$ cat src/logic/pmic_pkg.sv
// Purpose: Shared constants, types and helpers for the pending/mask interrupt controller.
// Assumes: One system clock; 32 source lines after sub-request merging.
// Notes:   Seven arbiters: six first-level groups plus one second-level arbiter.
package pmic_pkg;

   localparam int unsigned PMIC_NUM_SRC   = 32;
   localparam int unsigned PMIC_NUM_GROUP = 6;
   localparam int unsigned PMIC_NUM_ARB   = 7;
   localparam int unsigned PMIC_ARB_REQS  = 6;
   localparam int unsigned PMIC_TOP_ARB   = 6;

   // Values after reset.
   localparam logic [31:0] PMIC_SRC_PEND_RST = 32'h0000_0000;
   localparam logic [31:0] PMIC_WIN_PEND_RST = 32'h0000_0000;
   localparam logic [31:0] PMIC_MASK_RST     = 32'hffff_ffff;
   localparam logic [31:0] PMIC_FAST_SEL_RST = 32'h0000_0000;
   localparam logic [13:0] PMIC_ORDER_RST    = 14'h0000;
   localparam logic [6:0]  PMIC_ROTATE_RST   = 7'h00;

   // Positions of the merged source lines.
   localparam int unsigned PMIC_BIT_EXT_4_7  = 4;
   localparam int unsigned PMIC_BIT_EXT_8_23 = 5;
   localparam int unsigned PMIC_BIT_CAMERA   = 6;
   localparam int unsigned PMIC_BIT_SERIAL2  = 15;
   localparam int unsigned PMIC_BIT_SERIAL1  = 23;
   localparam int unsigned PMIC_BIT_SERIAL0  = 28;
   localparam int unsigned PMIC_BIT_ADC      = 31;

   typedef enum logic [1:0] {
      PMIC_HEAD_REQ1 = 2'b00,
      PMIC_HEAD_REQ2 = 2'b01,
      PMIC_HEAD_REQ3 = 2'b10,
      PMIC_HEAD_REQ4 = 2'b11
   } pmic_sel_t;

   // Raw sub-requests that are OR-merged into single source lines.
   typedef struct packed {
      logic [23:0] external_pin_request;
      logic [1:0]  camera_capture;
      logic [1:0]  adc_conv_touch;
      logic [2:0]  serial_port_request0;
      logic [2:0]  serial_port_request1;
      logic [2:0]  serial_port_request2;
   } pmic_sub_req_t;

   // Software write strobes and data for the controller registers.
   typedef struct packed {
      logic        mask_we;
      logic [31:0] mask_data;
      logic        fast_sel_we;
      logic [31:0] fast_sel_data;
      logic        prio_we;
      logic [6:0]  rotate_data;
      logic [13:0] order_data;
      logic        src_clear_we;
      logic [31:0] src_clear_data;
      logic        win_clear_we;
      logic [31:0] win_clear_data;
   } pmic_sw_cmd_t;

   // First source bit of each first-level group.
   function automatic logic [4:0] pmic_group_base(input int unsigned g);
      case (g)
         0:       pmic_group_base = 5'h00;
         1:       pmic_group_base = 5'h04;
         2:       pmic_group_base = 5'h0a;
         3:       pmic_group_base = 5'h10;
         4:       pmic_group_base = 5'h16;
         default: pmic_group_base = 5'h1c;
      endcase
   endfunction

   // Number of sources wired into each first-level group.
   function automatic logic [2:0] pmic_group_size(input int unsigned g);
      case (g)
         0:       pmic_group_size = 3'h4;
         5:       pmic_group_size = 3'h4;
         default: pmic_group_size = 3'h6;
      endcase
   endfunction

endpackage

$ cat src/logic/pmic_arbiter.sv
// Purpose: Six-input arbiter with rotatable middle priority.
// Assumes: Purely combinational; the caller holds the order select.
// Notes:   Input 0 always wins first, input 5 always last.
`timescale 1ns/100ps
`default_nettype none
module pmic_arbiter (
   // Requests.
   input  wire logic [5:0]         req_i,
   input  wire pmic_pkg::pmic_sel_t sel_i,
   // Grant.
   output logic                    grant_any_o,
   output logic [2:0]              grant_idx_o
);
   import pmic_pkg::*;

   logic [2:0] cand;

   always_comb begin
      grant_any_o = |req_i;
      grant_idx_o = 3'h0;
      cand        = 3'h0;
      if (req_i[0]) begin
         grant_idx_o = 3'h0;
      end else if (|req_i[4:1]) begin
         for (int k = 3; k >= 0; k--) begin
            cand = 3'h1 + {1'b0, 2'(sel_i + 2'(k))};
            if (req_i[cand]) begin
               grant_idx_o = cand;
            end
         end
      end else begin
         grant_idx_o = 3'h5;
      end
   end

endmodule // pmic_arbiter
`default_nettype wire

$ cat src/logic/pmic_ctrl.sv
// Purpose: Interrupt controller with source pending, mask, mode and winner pending.
// Assumes: Inputs synchronous to clock_i; software access by plain strobe ports.
// Notes:   Request lines are levels held while a winner bit of that mode is set.
//
// Summary of operation
// - Accept fifty-eight raw sources into thirty-two lines.
// - OR serial and pin sub-requests per line.
// - Arbitrate first, then drive fast or normal.
// - Winner recorded so software sees its source.
// - Per-source mode picks fast or normal line.
// - Any source request sets its pending bit.
// - One winner bit set with pending update.
// - Masked source pends but never wins.
// - Both pending registers clear by writing one.
// - Mask one blocks servicing; pending still set.
// - Groups zero to two take listed sources.
// - Groups three to five take listed sources.
// - Camera, ADC and serial ports merge sub-requests.
// - Six first-level arbiters feed one second-level.
// - Input zero first, five last, middle rotates.
// - Rotation reloads order select after servicing.
`timescale 1ns/100ps
`default_nettype none
module pmic_ctrl (
   // Clock and reset.
   input  wire logic                    clock_i,
   input  wire logic                    reset_n_i,
   // Interrupt sources.
   input  wire logic [31:0]             peripheral_req_i,
   input  wire pmic_pkg::pmic_sub_req_t sub_req_i,
   // Software register writes.
   input  wire pmic_pkg::pmic_sw_cmd_t  sw_cmd_i,
   // Register state.
   output logic [31:0]                  source_pending_o,
   output logic [31:0]                  winner_pending_o,
   output logic [31:0]                  source_mask_o,
   output logic [31:0]                  fast_select_o,
   output logic [6:0]                   arbiter_rotate_enable_o,
   output logic [13:0]                  arbiter_order_select_o,
   output logic [4:0]                   winner_offset_o,
   // Requests to the core.
   output logic                         fast_request_o,
   output logic                         normal_request_o
);
   import pmic_pkg::*;

   logic [31:0] source_pending_reg;
   logic [31:0] source_pending_next;
   logic [31:0] winner_pending_reg;
   logic [31:0] winner_pending_next;
   logic [31:0] source_mask_reg;
   logic [31:0] fast_select_reg;
   logic [31:0] fast_select_next;
   logic [6:0]  arbiter_rotate_enable_reg;
   logic [13:0] arbiter_order_select_reg;
   logic [13:0] arbiter_order_select_next;
   logic [4:0]  winner_offset_reg;
   logic        fast_request_reg;
   logic        normal_request_reg;
   logic        fast_level;
   logic        normal_level;

   logic [31:0] source_line;
   logic [31:0] arb_in;
   logic [5:0]  group_req [PMIC_NUM_GROUP];
   logic        group_any [PMIC_NUM_GROUP];
   logic [2:0]  group_idx [PMIC_NUM_GROUP];
   logic [5:0]  top_req;
   logic        top_any;
   logic [2:0]  top_idx;
   logic        win_set;
   logic [4:0]  win_bit;

   // New rotation value after an arbiter input has been serviced.
   function automatic logic [1:0] rotate_next(input logic [1:0] sel, input logic [2:0] idx);
      case (idx)
         3'h1:    rotate_next = PMIC_HEAD_REQ2;
         3'h2:    rotate_next = PMIC_HEAD_REQ3;
         3'h3:    rotate_next = PMIC_HEAD_REQ4;
         3'h4:    rotate_next = PMIC_HEAD_REQ1;
         default: rotate_next = sel;
      endcase
   endfunction

   // Merge sub-requests into the single source lines.
   always_comb begin
      // Pins zero to three each keep a line of their own.
      source_line                    = peripheral_req_i;
      source_line[3:0]               = sub_req_i.external_pin_request[3:0];
      source_line[PMIC_BIT_EXT_4_7]  = |sub_req_i.external_pin_request[7:4];
      source_line[PMIC_BIT_EXT_8_23] = |sub_req_i.external_pin_request[23:8];
      source_line[PMIC_BIT_CAMERA]   = |sub_req_i.camera_capture;
      source_line[PMIC_BIT_ADC]      = |sub_req_i.adc_conv_touch;
      source_line[PMIC_BIT_SERIAL0]  = |sub_req_i.serial_port_request0;
      source_line[PMIC_BIT_SERIAL1]  = |sub_req_i.serial_port_request1;
      source_line[PMIC_BIT_SERIAL2]  = |sub_req_i.serial_port_request2;
   end

   // Source pending: a new request wins over a write-one clear.
   // A request that arrives during a clear is therefore never lost.
   always_comb begin
      source_pending_next = source_pending_reg;
      if (sw_cmd_i.src_clear_we) begin
         source_pending_next = source_pending_next & ~sw_cmd_i.src_clear_data;
      end
      source_pending_next = source_pending_next | source_line;
   end

   // Only unmasked pending sources take part in arbitration.
   assign arb_in = source_pending_next & ~source_mask_reg;

   // Slice the unmasked lines into the six first-level groups.
   // Group bases and sizes come from the package helpers.
   always_comb begin
      for (int g = 0; g < PMIC_NUM_GROUP; g++) begin
         group_req[g] = 6'h00;
         for (int j = 0; j < PMIC_ARB_REQS; j++) begin
            if (3'(j) < pmic_group_size(g)) begin
               group_req[g][j] = arb_in[5'(pmic_group_base(g) + 5'(j))];
            end
         end
      end
   end

   // First-level arbiters, one per source group.
   for (genvar g = 0; g < PMIC_NUM_GROUP; g++) begin : g_first_level
      pmic_arbiter u_arb (
         .req_i       (group_req[g]),
         .sel_i       (pmic_sel_t'(arbiter_order_select_reg[2*g +: 2])),
         .grant_any_o (group_any[g]),
         .grant_idx_o (group_idx[g])
      );
   end

   // Each group that holds a request feeds the second-level arbiter.
   always_comb begin
      for (int g = 0; g < PMIC_NUM_GROUP; g++) begin
         top_req[g] = group_any[g];
      end
   end

   // Second-level arbiter picks the winning group.
   pmic_arbiter u_arb_top (
      .req_i       (top_req),
      .sel_i       (pmic_sel_t'(arbiter_order_select_reg[2*PMIC_TOP_ARB +: 2])),
      .grant_any_o (top_any),
      .grant_idx_o (top_idx)
   );

   // A winner is taken only while no winner bit is outstanding.
   // This keeps the winner register one-hot and the request level steady.
   always_comb begin
      win_set = top_any && (winner_pending_reg == 32'h0000_0000);
      win_bit = 5'h00;
      for (int g = 0; g < PMIC_NUM_GROUP; g++) begin
         if (top_idx == 3'(g)) begin
            win_bit = pmic_group_base(g) + {2'b00, group_idx[g]};
         end
      end
   end

   // Winner pending: write-one clear, then the new winner bit.
   always_comb begin
      winner_pending_next = winner_pending_reg;
      if (sw_cmd_i.win_clear_we) begin
         winner_pending_next = winner_pending_next & ~sw_cmd_i.win_clear_data;
      end
      if (win_set) begin
         winner_pending_next = winner_pending_next | (32'h0000_0001 << win_bit);
      end
   end

   // Order select: software write, then rotation of serviced arbiters.
   // Rotation wins over a priority write to the same slice.
   always_comb begin
      arbiter_order_select_next = arbiter_order_select_reg;
      if (sw_cmd_i.prio_we) begin
         arbiter_order_select_next = sw_cmd_i.order_data;
      end
      if (win_set) begin
         for (int a = 0; a < PMIC_NUM_GROUP; a++) begin
            if (top_idx == 3'(a) && arbiter_rotate_enable_reg[a]) begin
               arbiter_order_select_next[2*a +: 2] =
                  rotate_next(arbiter_order_select_reg[2*a +: 2], group_idx[a]);
            end
         end
         if (arbiter_rotate_enable_reg[PMIC_TOP_ARB]) begin
            arbiter_order_select_next[2*PMIC_TOP_ARB +: 2] =
               rotate_next(arbiter_order_select_reg[2*PMIC_TOP_ARB +: 2], top_idx);
         end
      end
   end

   // Mode bits as they stand after this edge.
   always_comb begin
      fast_select_next = fast_select_reg;
      if (sw_cmd_i.fast_sel_we) begin
         fast_select_next = sw_cmd_i.fast_sel_data;
      end
   end

   // Request levels from the next winner and mode bits, so they never lag.
   always_comb begin
      fast_level   = |(winner_pending_next & fast_select_next);
      normal_level = |(winner_pending_next & ~fast_select_next);
   end

   // Source pending register.
   always_ff @(posedge clock_i or negedge reset_n_i) begin
      if (!reset_n_i) begin
         source_pending_reg <= PMIC_SRC_PEND_RST;
      end else begin
         source_pending_reg <= source_pending_next;
      end
   end

   // Winner pending register.
   always_ff @(posedge clock_i or negedge reset_n_i) begin
      if (!reset_n_i) begin
         winner_pending_reg <= PMIC_WIN_PEND_RST;
      end else begin
         winner_pending_reg <= winner_pending_next;
      end
   end

   // Offset of the last winner, held until the next one is taken.
   always_ff @(posedge clock_i or negedge reset_n_i) begin
      if (!reset_n_i) begin
         winner_offset_reg <= 5'h00;
      end else if (win_set) begin
         winner_offset_reg <= win_bit;
      end
   end

   // Source mask register.
   always_ff @(posedge clock_i or negedge reset_n_i) begin
      if (!reset_n_i) begin
         source_mask_reg <= PMIC_MASK_RST;
      end else if (sw_cmd_i.mask_we) begin
         source_mask_reg <= sw_cmd_i.mask_data;
      end
   end

   // Mode register: a one selects the fast line.
   always_ff @(posedge clock_i or negedge reset_n_i) begin
      if (!reset_n_i) begin
         fast_select_reg <= PMIC_FAST_SEL_RST;
      end else if (sw_cmd_i.fast_sel_we) begin
         fast_select_reg <= sw_cmd_i.fast_sel_data;
      end
   end

   // Rotation enables change only by a priority write.
   always_ff @(posedge clock_i or negedge reset_n_i) begin
      if (!reset_n_i) begin
         arbiter_rotate_enable_reg <= PMIC_ROTATE_RST;
      end else if (sw_cmd_i.prio_we) begin
         arbiter_rotate_enable_reg <= sw_cmd_i.rotate_data;
      end
   end

   // Order select register.
   always_ff @(posedge clock_i or negedge reset_n_i) begin
      if (!reset_n_i) begin
         arbiter_order_select_reg <= PMIC_ORDER_RST;
      end else begin
         arbiter_order_select_reg <= arbiter_order_select_next;
      end
   end

   // Fast request line to the core.
   always_ff @(posedge clock_i or negedge reset_n_i) begin
      if (!reset_n_i) begin
         fast_request_reg <= 1'b0;
      end else begin
         fast_request_reg <= fast_level;
      end
   end

   // Normal request line to the core.
   always_ff @(posedge clock_i or negedge reset_n_i) begin
      if (!reset_n_i) begin
         normal_request_reg <= 1'b0;
      end else begin
         normal_request_reg <= normal_level;
      end
   end

   // Every output comes straight from its register.
   assign source_pending_o        = source_pending_reg;
   assign winner_pending_o        = winner_pending_reg;
   assign source_mask_o           = source_mask_reg;
   assign fast_select_o           = fast_select_reg;
   assign arbiter_rotate_enable_o = arbiter_rotate_enable_reg;
   assign arbiter_order_select_o  = arbiter_order_select_reg;
   assign winner_offset_o         = winner_offset_reg;
   assign fast_request_o          = fast_request_reg;
   assign normal_request_o        = normal_request_reg;

endmodule // pmic_ctrl
`default_nettype wire

$ cat config.mk
export PLATFORM = sky130hd
export DESIGN_NAME = pmic_ctrl
export DESIGN_NICKNAME = d
export VERILOG_FILES = /design/src/logic/pmic_pkg.sv /design/src/logic/pmic_arbiter.sv /design/src/logic/pmic_ctrl.sv
export SDC_FILE = /design/constraint.sdc
export NUM_CORES = 1
export LEC_CHECK = 0
export ABC_AREA = 0
export BUFFER_PORTS_ARGS = -buffer_cell sky130_fd_sc_hd__buf_2
export CORE_MARGIN = 2
export CORE_UTILIZATION = 52
export CTS_BUF_LIST = sky130_fd_sc_hd__clkbuf_2
export CTS_CLUSTER_SIZE = 20
export DETAILED_ROUTE_END_ITERATION = 8
export PLACE_DENSITY_LB_ADDON = 0.08
export SETUP_SLACK_MARGIN = 0.2
export SLEW_MARGIN = 25
export SYNTH_ARGS = -nofsm -noshare
export SYNTH_HDL_FRONTEND = slang
export SYNTH_HIERARCHICAL = 1
export SYNTH_SLANG_ARGS = --single-unit
$ cat constraint.sdc
create_clock -name clock_i -period 13.6 [get_ports clock_i]
set_input_delay 0 -clock clock_i [delete_from_list [all_inputs] [get_ports clock_i]]
set_output_delay 0 -clock clock_i [all_outputs]
set_load 0.05 [all_outputs]
==> results of run 1 <==
[critical path: stages (launching register included)]
cell and delay (ps):
dfrtp_1 860, inv_1 280, ha_1 710, or2b_1 240, o21ai_0 120, a22oi_1 410
o21ai_0 160, a311oi_1 790, inv_1 110, ha_1 310, nand2b_1 110, a21oi_1 90
o21a_2 310, a21oi_2 500, nand2b_1 390, o31ai_1 140, a2111oi_2 420, nand4_1 190
[state kept, by name, indices dropped and copies added (netlist names)]
name / count
arbiter_order_select_o: 14
arbiter_rotate_enable_o: 7
source_pending_o: 32
winner_pending_o: 32
source_mask_o: 32
winner_offset_o: 5
fast_select_o: 32
normal_request_o: 1
fast_request_o: 1
[cells in the mapped netlist, types with 30 or more instances]
cell | count | area, um2
nand2_1 | 165 | 619
dfrtp_1 | 124 | 3100
inv_1 | 73 | 274
o21ai_0 | 70 | 350
mux2i_1 | 67 | 671
nor2b_1 | 61 | 382
mux2_2 | 58 | 653
nor2_1 | 42 | 158
a21oi_1 | 38 | 190
a21o_1 | 35 | 263
dfstp_2 | 32 | 841
o22ai_1 | 31 | 194
ha_1 | 30 | 375
[cell usage in the layout (no fill, tap or decap), types with 18 or more instances in the layout]
master	n
a21o_1	35
a21oi_1	38
a31oi_1	18
buf_2	368
clkbuf_2	18
conb_1	24
dfrtp_1	124
dfstp_2	32
dlygate4sd3_1	357
ha_1	30
inv_1	73
mux2_2	58
mux2i_1	67
nand2_1	165
nand3_1	28
nor2_1	42
nor2b_1	61
nor3_1	22
nor3b_1	21
nor4_1	28
o21ai_0	70
o22ai_1	31
[layer usage]
metal | vias to the layer above | track usage, % | share of wire [%]
met5 | - | 0 | 0
met3 | 198 | 8.15 | 8.6
met1 | 6695 | 46.8 | 39
met2 | 871 | 64.4 | 48
met4 | 0 | 18.5 | 4.7
li1 | 6258 | - | -
[power by group through the flow]
stage          sequential [mW]  combinational [mW]  clock (mW)
2_1_floorplan            0.753               0.823           0
3_3_place_gp             0.599                1.25           0
3_5_place_dp             0.601                1.25           0
4_1_cts                  0.594                1.35       0.275
5_1_grt                  0.607                1.49       0.297
6_report                 0.600                1.40       0.271
[final cells by class]
type | instances | area (um2) | share of cell area, %
Tap cell | 285 | 357 | 2.03
Clock buffer | 18 | 90.1 | 0.513
Antenna cell | 3 | 7.51 | 0.0428
Clock inverter | 14 | 144 | 0.820
Timing Repair Buffer | 735 | 5510 | 31.4
Inverter | 73 | 274 | 1.56
Multi-Input combinational cell | 1026 | 7210 | 41.1
Sequential cell | 156 | 3940 | 22.5
[what timing repair did]
item / 4_1_cts / 5_1_grt
endpoints found under the hold margin: 247 / 0
setup endpoints to repair: 0 / 0
hold buffers: 358 / 0
[per-stage QoR]
| stage | std cells | area (um2) | util, % | hold WS, ps |
|---|---|---|---|---|
| 2_1_floorplan | 1325 | 11900 | - | -296 |
| 3_3_place_gp | 1917 | 13700 | 60.9 | 149 |
| 5_1_grt | 2309 | 17500 | 78.0 | 1.38 |
| 4_1_cts | 2307 | 17500 | 77.9 | 4.11 |
| 3_5_place_dp | 1917 | 13700 | 60.9 | 155 |
| 6_report | 2310 | 17500 | 78.0 | 75.2 |
[logic make-up after synthesis]
logic type / after synthesis / share of synthesized area [%]
AO/OA/AOI/OAI: 364 / 23.3
XOR/XNOR: 11 / 0.815
adder cells (fa/ha/maj): 30 / 3.17
buffers and inverters: 143 / 6.46
flip-flops: 156 / 33.4
multiplexers: 132 / 12.1
other: 1 / 0.0317
AND/OR/NAND/NOR: 465 / 20.7
[worst min path at each step]
stage,slack (ps),startpoint,cells past startpoint,end
6_report,80,sw_cmd_i[120],2,fast_select_o[11]
5_1_grt,1,sw_cmd_i[120],3,fast_select_o[21]
3_5_place_dp,150,reset_n_i,1,source_pending_o[18]
2_1_floorplan,-300,reset_n_i,0,arbiter_order_select_o[0]
3_3_place_gp,150,reset_n_i,1,source_pending_o[8]
4_1_cts,4,sw_cmd_i[55],4,source_pending_o[22]
==> metrics.txt, run 1 <==
vias post-DR=14022; # clock sinks=~160; Max-slew headroom=between 30 and 40%; Final TNS setup=0 ps; gr usage total=38.2%; Pint=around 1.1 mW; Synth Flop Type=dfrtp_1; die height=between 150 and 200 um; Starting Density=between 50% and 60%; Synth cell types=87; flop2flop setup slack=between 7000 and 8000 ps; Tmin final=~6300 ps; Mean Syn Cell Area=between 9 and 10 um2; FFs w/ async S/R, synth=100%; number of hold violations in the final report=0; Yosys warnings=6; hpwl dp=slightly below 30000 um; Clock transition at path regs=around 270 ps; I/O Pins=381; crit path to=fast_request_o; post-cts sizing count=0; Clock Skew=75.7 ps; Mapped Cells=roughly 1300; vias in the first global route=approximately 14000; Max Buffers Root-to-Sink=2; largest net degree at the start of global routing=91; Crit Reg-Reg Endpoint=fast_request_o; Synth Cell Area=11800 um2; pre-CTS setup slack=about 7300 ps; WL final=around 47000 um; period utilization=roughly 46%; Post CTS Setup Buffer Count=0; Fillers=about 1500; number of CTS-inserted buffers=17; Peak VDD IR=~140 uV; H-Tree Depth=4; Lkg Pwr=7.84 nW; GP Congestion=between 0.9 and 1; DRC Markers=0; final setup fails=0; RSZ-0062 raised after global routing=no; net switching power=1.19 mW; Pre-antenna DRT Iters=6; register area share after synthesis=approximately a third; CP Launch Point=arbiter_order_select_o[8]; setup ws final=around 7300 ps; count of input and output buffers=roughly 370; vias per inst=6.07; worst skew pair latency=just under 800 ps; initial antenna violation count=2; Reg power frac=26.4%; Clock Power Share=a little under an eighth; R2R cell count=17; Sw Ratio=52.4%; pins over their slew limit=0; GRT Residual Overflow=0; fraction of layout instances using a drive strength above 1=around 28%; PwrDens=around 130 nW/um2; die width=between 150 and 200 um; RR Startpoint=arbiter_order_select_o[8]; Worst setup SP type=flop; CORE AREA=22500 um2; Worst Path Class, Setup=reg -> reg; fmax=around 160 MHz; Max-cap violations=0; EDFF count, synth=0; Worst Max-Slew Pin Slew=~1000 ps; Die ar.=24000 um2; Worst EP arrival=a little under 7000 ps; WL per Instance=20.4 um; ANT nets after route=0; Hold Path Class=in -> reg; CTS tree=done; first-pass GRT wire length=73200 um; critical path fanouts, max=22; Final Net Count=roughly 2300; First DRT Iteration DRCs=approximately 1300; Power, Total=approximately 2.3 mW; CTS root buf=clkbuf_2; crit end category=flop; outcome=complete, no violations; Combinational Power Share=about three fifths; CP Data Required Time=between 10000 and 15000 ps; register bit total from synthesis=156; # rows=55; Area Overhead vs Synth=48.4%
Note: power is estimated with default switching activity, not from simulation.
==> inputs of run 2 (changes only) <==
Settings changed: ABC_AREA 0 to 1.
Clock period 13.6 ns to 6.5 ns, I/O delays scaled along.
==> run 2 against run 1 <==
  * The flow now stops in 4_1_cts
  * Synthesized cell count grew 29%
  * Synthesized area shrank 3.5%
==> metrics.txt, run 2 <==
outcome=did not finish (was complete, no violations); last step reached=4_1_cts; stop err=[ERROR RSZ-0060] Max buffer count reached.; Commonest cells post-synth=624 x nand2_1, 241 x inv_1, 124 x dfrtp_1 (was 165 x nand2_1, 124 x dfrtp_1, 73 x inv_1); die height=152 um (was 155 um); number of CTS-inserted buffers=17 (unchanged); Synth Cell Area=11400 um2 (was 11800 um2); CTS root buf=clkbuf_2 (unchanged); Post-Synth XOR/XNOR Area=0.153% (was 0.815%); # clock sinks=156 (unchanged); top cell type's share of synthesized area=27.2% (was 26.2%); post-cts sizing count=0 (unchanged); largest family of logic cells by synthesized area=simple AND/OR/NAND/NOR gates (was compound AO/OA/AOI/OAI gates); register bit total from synthesis=156 (unchanged); Max Buffers Root-to-Sink=2 (unchanged); multiplexer area fraction after synthesis=2.76% (was 12.1%); I/O Pins=381 (unchanged); Synth Area in Adders=3.29% (was 3.17%); GP Congestion=0.938 (was 0.950); most frequent cell after synthesis=nand2_1 (unchanged); Compound-Gate Fraction of Synth Area=8.45% (was 23.3%); Mapped Cells=1682 (was 1302); count of input and output buffers=369 (unchanged); # rows=54 (was 55); H-Tree Depth=4 (unchanged); Post-Synth Simple-Gate Area=38.8% (was 20.7%); FFs w/ async S/R, synth=100% (unchanged); dominant cells by area after synthesis=dfrtp_1 27%, nand2_1 21%, inv_1 7.9% (was dfrtp_1 26%, dfstp_2 7.1%, mux2i_1 5.7%); EDFF count, synth=0 (unchanged); Synth cell types=44 (was 87); CTS Hold Bufs=465 (was 358); Mean Syn Cell Area=6.78 um2 (was 9.08 um2); Synth area leader=dfrtp_1 (unchanged); Yosys warnings=6 (unchanged); Starting Density=52.6% (was 52.5%); hpwl dp=25700 um (was 28900 um); Synth Flop Type=dfrtp_1 (unchanged); die width=152 um (was 155 um); Post CTS Setup Buffer Count=0 (unchanged); register area share after synthesis=34.6% (was 33.4%)
run 2: cell types whose count changed after synthesis, moves of 35 or more:
cell	delta
nand3_1	+71
nand2_1	+459
inv_1	+168
mux2i_1	-67
a21o_1	-35
nand2_2	+55
nor2_1	+45
nor2b_1	-61
run 2: cell families after synthesis:
family,after synthesis
other cells,1
fa+ha+maj,30
buf+inv,309
xor+xnor,2
mux,28
compound gates,170
flops,156
simple gates,986
run 2: per-stage QoR:
| step | worst slack, ps | utilization (%) | cells | hold WS (ps) | cell area (um2) |
|---|---|---|---|---|---|
| detailed placement | 1360 | 61.2 | 2290 | 96.1 | 13300 |
| global placement | 1440 | 61.2 | 2290 | 93.2 | 13300 |
| floorplan | 2510 | - | 1689 | -296 | 11400 |
==> inputs of run 3 (changes only) <==
Settings changed: CORE_UTILIZATION 52 to 37, CTS_BUF_LIST sky130_fd_sc_hd__clkbuf_2 to default, CTS_CLUSTER_SIZE 20 to default, PLACE_DENSITY_LB_ADDON 0.08 to 0.15, SETUP_SLACK_MARGIN 0.2 to default.
==> run 3 against run 2 <==
  * The flow now finishes without violations
  * Synthesized cell count is the same
  * Synthesized area stayed put
==> metrics.txt, run 3 <==
most frequent cell after synthesis=nand2_1 (unchanged); Worst Path Class, Setup=in -> reg; setup ws final=1400 ps; met3 wire length=1800 um; die height=180 um (was 152 um); register bit total from synthesis=156 (unchanged); CORE AREA=between 30000 and 40000 um2; gr usage total=between 20% and 30%; worst skew pair latency=around 450 ps; Hold Path Class=in -> reg; Ant. Diodes=0; H-Tree Depth=4 (unchanged); Die ar.=~32000 um2; # rows=64 (was 54); EDFF count, synth=0 (unchanged); Clock transition at path regs=around 70 ps; FFs w/ async S/R, synth=100% (unchanged); Final TNS setup=0 ps; Max stage delay on crit path=580 ps; number of CTS-inserted buffers=17 (unchanged); WL per Instance=~14 um; Starting Density=37.4% (was 52.6%); Worst setup SP type=primary input; I/O Pins=381 (unchanged); Pre-antenna DRT Iters=6; Yosys warnings=6 (unchanged); fmax=196 MHz; period utilization=between 70% and 80%; Mean Syn Cell Area=6.78 um2 (unchanged); CTS root buf=clkbuf_16 (was clkbuf_2); Peak VDD IR=between 200 and 250 uV; GP Congestion=0.869 (was 0.938); vias per inst=between 4 and 5; Synth cell types=44 (unchanged); GRT Residual Overflow=0; top sig layer=met4; Synth Cell Area=11400 um2 (unchanged); largest net degree at the start of global routing=roughly 90; dominant cells by area after synthesis=dfrtp_1 27%, nand2_1 21%, inv_1 7.9% (unchanged); Max Buffers Root-to-Sink=2 (unchanged); DRC Markers=0; Post CTS Setup Buffer Count=0 (unchanged); final setup fails=0; count of input and output buffers=369 (unchanged); Clock Skew=around 17 ps; initial antenna violation count=0; most frequent cells in the layout=624 x nand2_1, 368 x buf_2, 241 x inv_1, 183 x dlygate4sd3_1, 124 x dfrtp_1; pins over their slew limit=0; fraction of layout instances using a drive strength above 1=26.7%; first-pass GRT wire length=approximately 60000 um; Synth area leader=dfrtp_1 (unchanged); metal2 WL=about 18000 um; post-cts sizing count=0 (unchanged); CP Data Required Time=just under 7000 ps; Mapped Cells=1682 (unchanged); pre-CTS setup slack=1430 ps (was 1360 ps); vias post-DR=12329; most common cell after layout, fill and taps aside=nand2_1; First DRT Iteration DRCs=between 500 and 600; Commonest cells post-synth=624 x nand2_1, 241 x inv_1, 124 x dfrtp_1 (unchanged); ANT nets after route=0; PwrDens=around 300 nW/um2; Power, Total=approximately 4.8 mW; Synth Flop Type=dfrtp_1 (unchanged); vias in the first global route=around 12000; Worst EP arrival=between 5000 and 6000 ps; Worst Max-Slew Pin Slew=just under 1000 ps; Final Net Count=~2500; wire length on met1=approximately 17000 um; Area Overhead vs Synth=39.0%; top cell type's share of synthesized area=27.2% (unchanged); Max-cap violations=0; WL final=37000 um; hpwl dp=27600 um (was 25700 um); die width=180 um (was 152 um); # clock sinks=156 (unchanged); register area share after synthesis=34.6% (unchanged); RSZ-0062 raised after global routing=no; Worst path slowest cell=dlygate4sd3_1; crit end category=flop; outcome=complete, no violations (was did not finish); CTS tree=done; Lkg Pwr=8.67 nW; Fillers=about 3000; number of hold violations in the final report=0; most used cell, CP=nand2_1; critical path fanouts, max=18; Tmin final=between 5000 and 6000 ps; Max-slew headroom=approximately a third; CTS Hold Bufs=183 (was 465)
[run 3: critical path: cells and delay by family]
kind,cells,cell delay (ps)
AND/OR/NAND/NOR,29,3770
buffers and inverters,6,1600
AO/OA/AOI/OAI,1,60
[run 3: metrics by stage]
stage	hold WS (ps)	instance area [um2]	cells	util [%]
finish	45.0	15900	2621	52.0
global route	58.3	15900	2621	52.0
global placement	131	13400	2406	44.0
detailed placement	133	13400	2406	44.0
CTS	17.2	15900	2621	52.0
floorplan	-296	11400	1689	-
[run 3: layer usage]
layer	global-route usage, %	vias to the layer above
met5	0	-
met4	4.65	0
met3	3.95	23
met2	41.1	362
met1	28.7	5589
li1	-	6355
[run 3: final timing paths]
path,from,endpoint,slack [ps],depth (start not counted)
max,sub_req_i[27],fast_request_o,1400,36
min,sw_cmd_i[68],arbiter_order_select_o[2],50,6
max reg2reg,source_pending_o[23],fast_request_o,1700,26
min reg2reg,winner_offset_o[3],winner_offset_o[3],480,2
max in group asynchronous,reset_n_i,arbiter_order_select_o[5],4830,3
min in group asynchronous,reset_n_i,winner_pending_o[9],190,2
[run 3: final cells by class]
class                      count  area (um2)  share of cell area [%]
multi-input combinational   1224        6130                    38.6
sequential                   156        3940                    24.9
timing repair buffer         553        3690                    23.3
inverter                     260         993                    6.26
tap                          396         495                    3.12
clock buffer                  18         439                    2.77
clock inverter                14         171                    1.08
[run 3: logic make-up (layout without fill, tap and decap cells)]
logic type / count (synthesis) / in the layout / synth area share [%]
simple gates: 986 / 986 / 38.8
buf+inv: 309 / 845 / 12.0
compound gates: 170 / 170 / 8.45
flops: 156 / 156 / 34.6
fa+ha+maj: 30 / 30 / 3.29
mux: 28 / 28 / 2.76
xor+xnor: 2 / 2 / 0.154
other cells: 1 / 8 / 0.0329
[run 3: power by group]
part / internal (mW) / switching (mW) / leakage, nW / total (mW)
registers: 1.10 / 0.116 / 1.79 / 1.21
logic: 0.751 / 1.73 / 6.58 / 2.49
clock network: 0.594 / 0.481 / 0.299 / 1.07
==> inputs of run 4 (changes only) <==
Settings changed: ABC_AREA 1 to 0.
Clock period 6.5 ns to 4.9 ns, I/O delays scaled along.
==> run 4 against run 3 <==
  * The run now ends with negative setup slack left
  * Combinational power grew 90%
  * Sequential power grew 29%
  * Cell count shrank 8.1%
==> metrics.txt, run 4 (synthesis results as in run 1) <==
outcome=finished with violations (was complete, no violations); failing checks=negative setup slack; vias in the first global route=13177 (was 12235); Worst EP arrival=5340 ps (was 5440 ps); number of CTS-inserted buffers=17 (unchanged); count of input and output buffers=369 (unchanged); vias per inst=5.48 (was 4.70); Lkg Pwr=8.15 nW (was 8.67 nW); fraction of layout instances using a drive strength above 1=38.8% (was 26.7%); gr usage total=27.0% (was 22.8%); period utilization=102%; Max-slew headroom=37.6% (was 34.9%); worst-path cell chain=a211o_1 -> nor2b_1 -> or4_1 -> or3_1 -> mux2_2 -> a2bb2oi_2 -> nor2b_1 -> o21ai_0 -> a311oi_2 -> buf_4 -> buf_4 -> a21oi_1 -> o21a_4 -> buf_12 -> a21oi_4 -> buf_6 -> o32ai_2 -> a2111oi_4 -> nand3_1 -> a211o_1; Worst Path Class, Setup=reg -> reg (was in -> reg); Starting Density=37.6% (was 37.4%); GRT Residual Overflow=0 (unchanged); ANT nets after route=0 (unchanged); CP Data Required Time=5230 ps (was 6840 ps); Final Net Count=2248 (was 2467); worst skew pair latency=440 ps (was 450 ps); Max stage delay on crit path=490 ps (was 580 ps); GP Congestion=0.991 (was 0.869); most common cell after layout, fill and taps aside=buf_2 (was nand2_1); final setup fails=2 (was 0); fmax=between 150 and 200 MHz; vias post-DR=13202 (was 12329); WL per Instance=19.2 um (was 14.1 um); Hold Path Class=in -> reg (unchanged); Max Buffers Root-to-Sink=2 (unchanged); pre-CTS setup slack=-257 ps (was 1430 ps); Fillers=2849 (was 3004); crit end category=flop (unchanged); setup ws final=-104 ps (was 1400 ps); final core occ=56.3% (was 52.0%); Max-cap violations=0 (unchanged); CORE AREA=31500 um2 (was 30500 um2); first-pass GRT wire length=71400 um (was 60400 um); pins over their slew limit=0 (unchanged); DRC Markers=0 (unchanged); die height=183 um (was 180 um); worst path bufs/invs=4 (was 6); Hold WS=27.4 ps (was 45.0 ps); CTS tree=done (unchanged); # clock sinks=156 (unchanged); hpwl dp=34900 um (was 27600 um); initial antenna violation count=0 (unchanged); Clock transition at path regs=80 ps (was 70 ps); largest net degree at the start of global routing=90 (was 89); Clock Skew=18.7 ps (was 16.5 ps); First DRT Iteration DRCs=1063 (was 553); Ant. Diodes=0 (unchanged); number of hold violations in the final report=0 (unchanged); Peak VDD IR=461 uV (was 215 uV); Worst Max-Slew Pin Slew=935 ps (was 977 ps); CTS root buf=clkbuf_16 (unchanged); # rows=65 (was 64); Worst path slowest cell=or4_1 (was dlygate4sd3_1); I/O Pins=381 (unchanged); Pre-antenna DRT Iters=5 (was 6); critical path fanouts, max=9 (was 18); PwrDens=431 nW/um2 (was 301 nW/um2); crit-path leading delay family=compound AO/OA/AOI/OAI gates (was simple AND/OR/NAND/NOR gates); Area Overhead vs Synth=50.0% (was 39.0%); Worst setup SP type=flop (was primary input); Die ar.=33400 um2 (was 32300 um2); WL final=46300 um (was 37000 um); RSZ-0062 raised after global routing=yes (was no); most frequent cells in the layout=369 x buf_2, 168 x dlygate4sd3_1, 166 x buf_4, 162 x nand2_1, 123 x dfrtp_1 (was 624 x nand2_1, 368 x buf_2, 241 x inv_1, 183 x dlygate4sd3_1, 124 x dfrtp_1); Tmin final=about 5000 ps; die width=183 um (was 180 um); H-Tree Depth=4 (unchanged)
[run 4: cell count changes in the layout (fill, tap and decap cells not counted), sizes merged, moves of 18 or more]
| cell | delta |
|---|---|
| a221oi | +21 |
| mux2i | +67 |
| nor2b | +61 |
| buf | +181 |
| nand2 | -514 |
| nor3b | +20 |
| mux2 | +37 |
| nand4 | -18 |
| inv | -187 |
| nand3 | -100 |
| o22ai | +32 |
| a21o | +35 |
| nor2 | -52 |
| o21ai | -20 |
[run 4: worst register-to-register path: cells and delay by family, from the launching register on]
kind	cells	cell delay [ps]
AO/OA/AOI/OAI	10	2150
AND/OR/NAND/NOR	5	1370
buffers and inverters	4	690
multiplexers	1	320
flip-flops	1	370
[run 4: layer usage]
| metal | routed length (um) | track usage (%) |
|---|---|---|
| met1 | 21100 | 36.7 |
| met2 | 21800 | 45.0 |
| met3 | 2420 | 3.38 |
| met4 | 935 | 7.97 |
| met5 | 0 | 0 |
[run 4: what timing repair did]
action                                 in CTS  in global routing
hold buffers                              168                  0
endpoints found under the hold margin     202                  0
setup endpoints to repair                   9                 26
gates resized for setup                    38                 35
pin swaps                                  15                 21
gates cloned                                1                  0
setup buffers                               7                  4
[run 4: cell type report]
cell class / instances / area [um2] / share of cell area (%)
Clock buffer: 18 / 439 / 2.48
Timing Repair Buffer: 719 / 4970 / 28.0
Clock inverter: 14 / 145 / 0.819
Sequential cell: 156 / 3950 / 22.2
Tap cell: 402 / 503 / 2.84
Inverter: 73 / 274 / 1.55
Multi-Input combinational cell: 1026 / 7450 / 42.0
[run 4: power breakdown]
part | internal (mW) | switching, mW | leakage [nW]
registers | 1.45 | 0.102 | 1.80
clock network | 0.696 | 0.663 | 0.287
logic | 1.89 | 2.83 | 6.06
[run 4: path summary, 6_finish.rpt]
kind / from / slack (ps) / endpoint / cells after the start
max: source_pending_o[6] / -100 / normal_request_o / 20
min: sw_cmd_i[113] / 30 / fast_select_o[25] / 3
max reg2reg: source_pending_o[6] / -100 / normal_request_o / 20
min reg2reg: winner_offset_o[1] / 490 / winner_offset_o[1] / 2
max in group asynchronous: reset_n_i / 3460 / arbiter_order_select_o[4] / 3
min in group asynchronous: reset_n_i / 200 / source_pending_o[4] / 2
[run 4: stage by stage]
| step | instances | total power [mW] | instance area (um2) | setup TNS (ps) |
|---|---|---|---|---|
| after CTS | 2404 | 7.42 | 17500 | -527 |
| after detailed placement | 2197 | 5.82 | 15100 | -777 |
| final | 2408 | 7.63 | 17700 | -188 |
| after global routing | 2408 | 8.06 | 17700 | -754 |
| after global placement | 2197 | 5.84 | 15100 | -417 |
| after floorplan | 1325 | 4.38 | 11900 | -175 |
